[config.mk]
export PLATFORM = sky130hd
export DESIGN_NAME = flash_status_report
export DESIGN_NICKNAME = d
export VERILOG_FILES = /design/src/flash_status_pkg.sv /design/src/flash_status_report.sv /design/src/pin_sync.sv
export SDC_FILE = /design/constraint.sdc
export NUM_CORES = 1
export LEC_CHECK = 0
export BUFFER_PORTS_ARGS = -buffer_cell sky130_fd_sc_hd__buf_4
export CORE_UTILIZATION = 60
export CTS_CLUSTER_DIAMETER = 80
export CTS_CLUSTER_SIZE = 8
export DETAILED_ROUTE_END_ITERATION = 16
export GPL_TIMING_DRIVEN = 1
export PLACE_DENSITY = 0.84
export SETUP_SLACK_MARGIN = 0.5
export SYNTH_ARGS = -nofsm -noshare
export SYNTH_HDL_FRONTEND = slang
export SYNTH_SLANG_ARGS = --single-unit
[constraint.sdc]
create_clock -name ref_clk -period 22.6 [get_ports ref_clk]
set_clock_uncertainty 0.1 [all_clocks]
set_input_delay 6.78 -clock ref_clk [delete_from_list [all_inputs] [get_ports ref_clk]]
set_output_delay 6.78 -clock ref_clk [all_outputs]
set_load 0.1 [all_outputs]
[src/flash_status_pkg.sv]
package flash_status_pkg;

   // Width of the status word and of the data bus.
   localparam int WORD_W = 8;
   localparam int DQ_W = 16;
   localparam int CMD_W = 8;

   // Status word bit positions.
   localparam int BIT_READY      = 7;
   localparam int BIT_ERS_SUSP   = 6;
   localparam int BIT_ERS_FAIL   = 5;
   localparam int BIT_PGM_FAIL   = 4;
   localparam int BIT_SUPPLY_LOW = 3;
   localparam int BIT_PGM_SUSP   = 2;
   localparam int BIT_LOCK_ABORT = 1;
   localparam int BIT_PART_BUSY  = 0;

   // Bits held per partition; bit 7 and bit 0 are derived live.
   localparam int FLAG_HI = 6;
   localparam int FLAG_LO = 1;

   // Upper data byte during a status read.
   localparam logic [DQ_W-WORD_W-1:0] UPPER_ZERO = 8'h00;

   // Mode-changing command codes.
   localparam logic [CMD_W-1:0] CMD_READ_ARRAY = 8'hff;
   localparam logic [CMD_W-1:0] CMD_READ_IDENT = 8'h90;

   // Idle level of the synchronised strobes and reset pin.
   localparam logic PIN_IDLE_HIGH = 1'b1;

   typedef enum logic [1:0] {
      MODE_ARRAY  = 2'b00,
      MODE_STATUS = 2'b01,
      MODE_IDENT  = 2'b10,
      MODE_QUERY  = 2'b11
   } mode_t;

endpackage

[src/flash_status_report.sv]
`timescale 1ns/1ps

module flash_status_report #(
   parameter int                NPART            = 8,
   parameter int                ADDR_W           = 21,
   parameter int                PART_ADDR_W      = 18,
   parameter logic [7:0]        CMD_READ_STATUS  = 8'h70,
   parameter logic [7:0]        CMD_CLEAR_STATUS = 8'h50,
   parameter logic [7:0]        CMD_READ_QUERY   = 8'h98,
   localparam int               PART_W           = $clog2(NPART)
) (
   input  wire logic              ref_clk,
   input  wire logic              rst,
   input  wire logic              dev_rst_n,
   input  wire logic              wp_n,
   input  wire logic              ce_n,
   input  wire logic              oe_n,
   input  wire logic              we_n,
   input  wire logic [ADDR_W-1:0] addr,
   input  wire logic [15:0]       dq_in,
   output logic      [15:0]       dq_out,
   output logic                   dq_oe,
   input  wire logic              engine_busy,
   input  wire logic [PART_W-1:0] busy_part,
   input  wire logic              seq_accept,
   input  wire logic [PART_W-1:0] accept_part,
   input  wire logic [PART_W-1:0] ev_part,
   input  wire logic              ev_erase_suspend,
   input  wire logic              ev_erase_resume,
   input  wire logic              ev_program_suspend,
   input  wire logic              ev_program_resume,
   input  wire logic              ev_erase_fail,
   input  wire logic              ev_program_fail,
   input  wire logic              ev_seq_error,
   input  wire logic              ev_supply_low,
   input  wire logic              ev_locked_target,
   input  wire logic              stream_active,
   input  wire logic              stream_word_busy,
   output logic                   cmd_valid,
   output logic [7:0]             cmd_code,
   output logic [15:0]            cmd_data,
   output logic [ADDR_W-1:0]      cmd_addr,
   output logic [NPART-1:0]       status_mode
);

   localparam int SYNC_W = 5 + ADDR_W + flash_status_pkg::DQ_W;

   localparam logic [SYNC_W-1:0] SYNC_RESET =
      {{5{flash_status_pkg::PIN_IDLE_HIGH}}, {(SYNC_W-5){1'b0}}};

   typedef logic [flash_status_pkg::FLAG_HI:flash_status_pkg::FLAG_LO] flags_t;

   typedef struct packed {
      flash_status_pkg::mode_t [NPART-1:0] mode;
      flags_t [NPART-1:0]                  flags;
      logic                                ce_n_q;
      logic                                oe_n_q;
      logic                                we_n_q;
      logic [flash_status_pkg::WORD_W-1:0] word;
      logic                                drive;
      logic                                cmd_valid;
      logic [flash_status_pkg::CMD_W-1:0]  cmd_code;
      logic [flash_status_pkg::DQ_W-1:0]   cmd_data;
      logic [ADDR_W-1:0]                   cmd_addr;
   } state_t;

   state_t st;
   state_t next_st;

   logic [SYNC_W-1:0] pins_raw;
   logic [SYNC_W-1:0] pins_s;

   logic              dev_rst_n_s;
   logic              wp_n_s;
   logic              ce_n_s;
   logic              oe_n_s;
   logic              we_n_s;
   logic [ADDR_W-1:0] addr_s;
   logic [15:0]       dq_s;

   logic              wr_ev;
   logic              capture_ev;
   logic              read_low;
   logic              status_sel;
   logic [PART_W-1:0] sel_part;

   assign pins_raw = {dev_rst_n, wp_n, ce_n, oe_n, we_n, addr, dq_in};

   pin_sync #(
      .W         (SYNC_W),
      .RESET_VAL (SYNC_RESET)
   ) u_pin_sync (
      .ref_clk (ref_clk),
      .rst     (rst),
      .d       (pins_raw),
      .q       (pins_s)
   );

   assign {dev_rst_n_s, wp_n_s, ce_n_s, oe_n_s, we_n_s, addr_s, dq_s} = pins_s;

   // Partition index taken from the address lines above one partition.
   function automatic logic [PART_W-1:0] part_of(input logic [ADDR_W-1:0] a);
      part_of = a[PART_ADDR_W +: PART_W];
   endfunction

   // Builds the word one partition presents on a status read.
   function automatic logic [flash_status_pkg::WORD_W-1:0] status_word(
      input state_t            s,
      input logic [PART_W-1:0] p
   );
      logic [flash_status_pkg::WORD_W-1:0] w;
      w = '0;
      w[flash_status_pkg::BIT_READY] = !engine_busy;
      w[flash_status_pkg::FLAG_HI:flash_status_pkg::FLAG_LO] = s.flags[p];
      // Bit 0 is only set while bit 7 reads busy, so the two are never both high.
      if (engine_busy && stream_active)
      begin
         w[flash_status_pkg::BIT_PART_BUSY] = stream_word_busy;
      end
      else if (engine_busy)
      begin
         w[flash_status_pkg::BIT_PART_BUSY] = (busy_part != p);
      end
      else
      begin
         w[flash_status_pkg::BIT_PART_BUSY] = 1'b0;
      end
      status_word = w;
   endfunction

   // Read mode that a command code selects; any other code keeps the current mode.
   function automatic flash_status_pkg::mode_t mode_of_cmd(
      input logic [flash_status_pkg::CMD_W-1:0] code,
      input flash_status_pkg::mode_t           cur
   );
      flash_status_pkg::mode_t m;
      m = cur;
      if (code == CMD_READ_STATUS)
      begin
         m = flash_status_pkg::MODE_STATUS;
      end
      else if (code == flash_status_pkg::CMD_READ_ARRAY)
      begin
         m = flash_status_pkg::MODE_ARRAY;
      end
      else if (code == flash_status_pkg::CMD_READ_IDENT)
      begin
         m = flash_status_pkg::MODE_IDENT;
      end
      else if (code == CMD_READ_QUERY)
      begin
         m = flash_status_pkg::MODE_QUERY;
      end
      mode_of_cmd = m;
   endfunction

   // Applies one cycle of engine pulses to the stored bits of one partition.
   // Sets come after the clears so that an event in a clear cycle survives.
   function automatic flags_t engine_update(
      input flags_t f,
      input logic   hit
   );
      flags_t r;
      r = f;
      if (hit)
      begin
         // Resumes clear suspend bits; they are the only bits the engine clears.
         if (ev_erase_resume)
         begin
            r[flash_status_pkg::BIT_ERS_SUSP] = 1'b0;
         end
         if (ev_program_resume)
         begin
            r[flash_status_pkg::BIT_PGM_SUSP] = 1'b0;
         end
         if (ev_erase_suspend)
         begin
            r[flash_status_pkg::BIT_ERS_SUSP] = 1'b1;
         end
         if (ev_program_suspend)
         begin
            r[flash_status_pkg::BIT_PGM_SUSP] = 1'b1;
         end
         if (ev_erase_fail)
         begin
            r[flash_status_pkg::BIT_ERS_FAIL] = 1'b1;
         end
         if (ev_program_fail)
         begin
            r[flash_status_pkg::BIT_PGM_FAIL] = 1'b1;
         end
         if (ev_seq_error)
         begin
            r[flash_status_pkg::BIT_ERS_FAIL] = 1'b1;
            r[flash_status_pkg::BIT_PGM_FAIL] = 1'b1;
         end
         if (ev_supply_low)
         begin
            r[flash_status_pkg::BIT_SUPPLY_LOW] = 1'b1;
         end
         if (ev_locked_target && !wp_n_s)
         begin
            r[flash_status_pkg::BIT_LOCK_ABORT] = 1'b1;
         end
      end
      engine_update = r;
   endfunction

   // A command write is taken when the write strobe rises under chip select.
   assign wr_ev = st.we_n_q == 1'b0 && we_n_s == 1'b1 && ce_n_s == 1'b0;

   // Only the first of the two read strobes to fall latches a new word.
   assign capture_ev = st.ce_n_q && st.oe_n_q && (!ce_n_s || !oe_n_s);

   assign read_low = !ce_n_s && !oe_n_s;

   assign sel_part = part_of(addr_s);

   // Stream programming turns every read into a status read.
   assign status_sel = stream_active
      || st.mode[sel_part] == flash_status_pkg::MODE_STATUS;

   // Next state: strobe history, command decode, engine pulses and status capture.
   always_comb
   begin
      next_st = st;
      next_st.ce_n_q = ce_n_s;
      next_st.oe_n_q = oe_n_s;
      next_st.we_n_q = we_n_s;
      next_st.cmd_valid = 1'b0;

      if (wr_ev)
      begin
         next_st.cmd_valid = 1'b1;
         next_st.cmd_code = dq_s[flash_status_pkg::CMD_W-1:0];
         next_st.cmd_data = dq_s;
         next_st.cmd_addr = addr_s;
      end

      // Writes during stream programming are data, not commands.
      if (wr_ev && !stream_active)
      begin
         if (dq_s[flash_status_pkg::CMD_W-1:0] == CMD_CLEAR_STATUS)
         begin
            // Clear acts on the stored bits only, never on the mode.
            next_st.flags[sel_part] = '0;
         end
         next_st.mode[sel_part] = mode_of_cmd(dq_s[flash_status_pkg::CMD_W-1:0],
                                              st.mode[sel_part]);
      end

      if (seq_accept)
      begin
         next_st.mode[accept_part] = flash_status_pkg::MODE_STATUS;
      end

      // Every partition sees the engine pulses; only the one named by ev_part
      // takes them, after any clear-status above so that the set wins.
      for (int i = 0; i < NPART; i++)
      begin
         next_st.flags[i] = engine_update(next_st.flags[i], ev_part == PART_W'(i));
      end

      if (capture_ev && status_sel)
      begin
         next_st.word = status_word(st, sel_part);
      end

      // Drive only while a single status read is under way.
      next_st.drive = read_low && status_sel;

      if (!dev_rst_n_s)
      begin
         next_st.flags = '0;
         for (int i = 0; i < NPART; i++)
         begin
            next_st.mode[i] = flash_status_pkg::MODE_ARRAY;
         end
         next_st.word = '0;
         next_st.drive = 1'b0;
         next_st.cmd_valid = 1'b0;
      end
   end

   // Strobe history resets to the idle level so no false edge follows reset.
   always_ff @(posedge ref_clk or posedge rst)
   begin
      if (rst)
      begin
         st <= '0;
         st.ce_n_q <= flash_status_pkg::PIN_IDLE_HIGH;
         st.oe_n_q <= flash_status_pkg::PIN_IDLE_HIGH;
         st.we_n_q <= flash_status_pkg::PIN_IDLE_HIGH;
      end
      else
      begin
         st <= next_st;
      end
   end

   assign dq_out = {flash_status_pkg::UPPER_ZERO, st.word};
   assign dq_oe = st.drive;
   assign cmd_valid = st.cmd_valid;
   assign cmd_code = st.cmd_code;
   assign cmd_data = st.cmd_data;
   assign cmd_addr = st.cmd_addr;

   // One read-status flag per partition for the engine side.
   always_comb
   begin
      for (int i = 0; i < NPART; i++)
      begin
         status_mode[i] = st.mode[i] == flash_status_pkg::MODE_STATUS;
      end
   end

endmodule // flash_status_report

[src/pin_sync.sv]
`timescale 1ns/1ps

module pin_sync #(
   parameter int             W         = 1,
   parameter logic [W-1:0]   RESET_VAL = '0
) (
   input  wire logic         ref_clk,
   input  wire logic         rst,
   input  wire logic [W-1:0] d,
   output logic      [W-1:0] q
);

   typedef struct packed {
      logic [W-1:0] meta;
      logic [W-1:0] stable;
   } sync_state_t;

   sync_state_t st;
   sync_state_t next_st;

   // The first stage feeds only the second stage.
   always_comb
   begin
      next_st        = st;
      next_st.meta   = d;
      next_st.stable = st.meta;
   end

   always_ff @(posedge ref_clk or posedge rst)
   begin
      if (rst)
      begin
         st <= {RESET_VAL, RESET_VAL};
      end
      else
      begin
         st <= next_st;
      end
   end

   assign q = st.stable;

endmodule // pin_sync

==> impl_metrics.ini <==
[run_status]
status = finished clean

[floorplan]
ioPinCount = 137
dieArea_um2 = 13800
num_rows = 41
core_um2 = 12800
die_width_um = 118
chipHeight_um = 118
initial_core_util_pct = 62.5

[detailed_routing]
final_antenna_net_count = 0
avgRoutedWirePerCell_um = 19.3
vias = 5184
first_pass_iters = 5
drt-total-wl_um = 17100
via_per_inst = 5.86
drtIter0Drc = 593
drc_errors = 0

[synth]
ys_seq_elements = 198
yosysMostFrequentCell = dfrtp_1
synth_edf_count = 0
synthCells = 635
yosysSeqAreaShare_pct = 62.0
yosys_warnings = 0
async_flop_share_pct = 100
synth_largest_area_cell = dfrtp_1
yosys-top-cells-count = dfrtp_1 (185), nor2_1 (65), buf_4 (61)
syn_area_um2 = 8010
ys.flop_type = dfrtp_1
synthTopCellsByArea = dfrtp_1 (58%), mux2_2 (5.8%), buf_4 (5.7%)
synth_cell_types = 54
avgSynthCellArea_um2 = 12.6
yosysTopAreaCellShare_pct = 57.8

[critical_path]
crit_cells = 7
crit_buf_inv = 2
worstPathArrival_ns = 8.40
path_max_fanout = 7
end_kind = flop
slowest_delay_ns = 0.47
worstPathRequired_ns = 22.79
start_kind = primary input
worstSetupEndpoint = st[63]
r2r_setup_slack_ns = 19.46
critical-path-top-delay-family = simple AND/OR/NAND/NOR gates
reg2regPathDepth = 6
cp_cell_sequence = buf_4 -> inv_1 -> nand3_1 -> nor3_1 -> nand2_1 -> a32oi_1 -> nor2_1
rr_endpoint = st[120]
crit_type = in -> reg
slowest_stage = nor3_1
crit_start = stream_active
reg2reg_from = u_pin_sync.q[34]

[final_layout]
final-seq-area_um2 = 4970
nets = 765
area_growth_pct = 15.6
multiInputGateArea_um2 = 2450
layout-drive-gt1-share_pct = 34.0
diodes = 0
fillers = 854
fin_util_pct = 72.3

[timing]
finalHoldViolCount = 0
finalCritPeriodShare_pct = 36.4
fin_crit_ns = 8.22
worst_pin_slew_ns = 1.10
slew_headroom_pct = 26.6
slew_viol_final = 0
rsz0062_at_grt = false
setup-violations-final = 0
fin_setup_tns_ns = 0
fmax_mhz = 122

[global_route]
grt_remaining_overflow = 0
grt_pass1_vias = 5309
grt_pass1_wl_um = 27500
antenna_found_initial = 0
grt_max_degree = 124
grt_usage_pct = 26.0

[hold_path]
hp-class = reg -> reg

[place]
portBuffers = 128
dp_hpwl_um = 11100
place_congestion = 0.865

[job]
maxCapViolations = 0

[power]
pwr-share-clk_pct = 33.5
pwr-share-comb_pct = 23.2
sw_frac_of_total_pct = 33.7
ir_worst_vdd_mv = 0.101
p_seq_share_pct = 43.3
leakage_nw = 4.20
cell_internal_pwr_w = 0.000605
power_density_nw_per_um2 = 98.4
p_sw_w = 0.000307

[cts]
clkTransAtPathRegs_ns = 0.07
cts_inserted_buffers = 17
cts_max_level = 4
clk_latency_ns = 0.43
cts.sinks = 198
hold_buffers = 0
tritoncts = built
root_buffer = clkbuf_16
cts_setup_buffers = 0
cts_max_path_buffers = 2
post_cts_resized = 0
## worst reg2reg max path: stages (launching register included)
cell and delay (ns):
dfrtp_1 1.05, mux2i_1 0.32, nor2_1 0.07, a31oi_1 0.30, nand2_1 0.23, a21oi_1 0.68, a311oi_1 0.23
## sequential cells by signal (all words and copies together), names as in the netlist
name and cells:
dq_out 8, st 67, dq_oe 1, cmd_addr 21, cmd_code 7, u_pin_sync.q 42, cmd_data 9, cmd_valid 1
u_pin_sync.next_st 42
## cells by family (layout without fill, tap and decap cells)
family / Yosys count / count (layout) / synth area share [%]
compound gates: 95 / 95 / 8.99
buf+inv: 101 / 171 / 7.78
mux: 66 / 66 / 10.5
other cells: 1 / 8 / 0.0468
simple gates: 171 / 171 / 10.3
flops: 198 / 198 / 62.0
xor+xnor: 3 / 3 / 0.328
## routing by layer
metal | up-vias | share of wire [%] | global-route usage, %
li1 | 2292 | - | -
met1 | 2586 | 39 | 33.0
met2 | 267 | 50 | 42.6
met3 | 39 | 8.2 | 7.03
met4 | 0 | 2.7 | 10.8
met5 | - | 0 | 0
## final cells by class
type	instances	area share, %
tap	172	2.32
inverter	6	0.324
clock buffer	21	4.86
timing repair buffer	133	10.8
sequential	198	53.6
clock inverter	11	1.62
multi-input combinational	343	26.5
## power groups by stage
stage / sequential, W / combinational (W) / clock, W
final: 0.000395 / 0.000211 / 0.000306
after global routing: 0.000398 / 0.000218 / 0.000323
after CTS: 0.000395 / 0.000212 / 0.000309
after detailed placement: 0.000401 / 0.000211 / 0
after global placement: 0.000399 / 0.000208 / 0
after floorplan: 0.000395 / 0.000191 / 0
## how the worst min path moves through the flow
| stage | from | end | slack, ns | cells after the start |
|---|---|---|---|---|
| after detailed placement | u_pin_sync.next_st[16] | u_pin_sync.q[16] | 0.23 | 0 |
| after global placement | u_pin_sync.next_st[9] | u_pin_sync.q[9] | 0.23 | 0 |
| after global routing | u_pin_sync.next_st[21] | u_pin_sync.q[21] | 0.25 | 0 |
| after floorplan | u_pin_sync.next_st[0] | u_pin_sync.q[0] | 0.23 | 0 |
| after CTS | u_pin_sync.next_st[16] | u_pin_sync.q[16] | 0.25 | 0 |
| final | u_pin_sync.next_st[16] | u_pin_sync.q[16] | 0.25 | 0 |
## layout by cell type, fill, tap and decap left out, types with 4 or more instances in the layout
cell type	n
buf_4	133
o2bb2ai_1	7
mux4_2	10
mux2_2	41
nand2_1	42
nor2_1	65
a21oi_1	8
dfstp_2	13
nor3b_1	4
o21ai_0	6
nor3_1	11
nor2b_1	9
conb_1	8
clkbuf_16	17
inv_1	4
a32oi_1	17
or2_2	6
nand2b_1	10
nand4_1	5
mux2i_1	14
dfrtp_1	185
a22oi_1	33
a31oi_1	6
nand3_1	4
## stage by stage
step                cells  total power, W  worst slack, ns  area (um^2)  hold slack, ns
floorplan             642        0.000587            10.34         8040           0.231
global placement      852        0.000607            14.10         8670           0.231
detailed placement    852        0.000612            14.05         8670           0.235
CTS                   884        0.000916            14.39         9270           0.249
global route          884        0.000939            14.29         9270           0.253
finish                884        0.000912            14.38         9270           0.247
(Power assumes the default switching activity.)
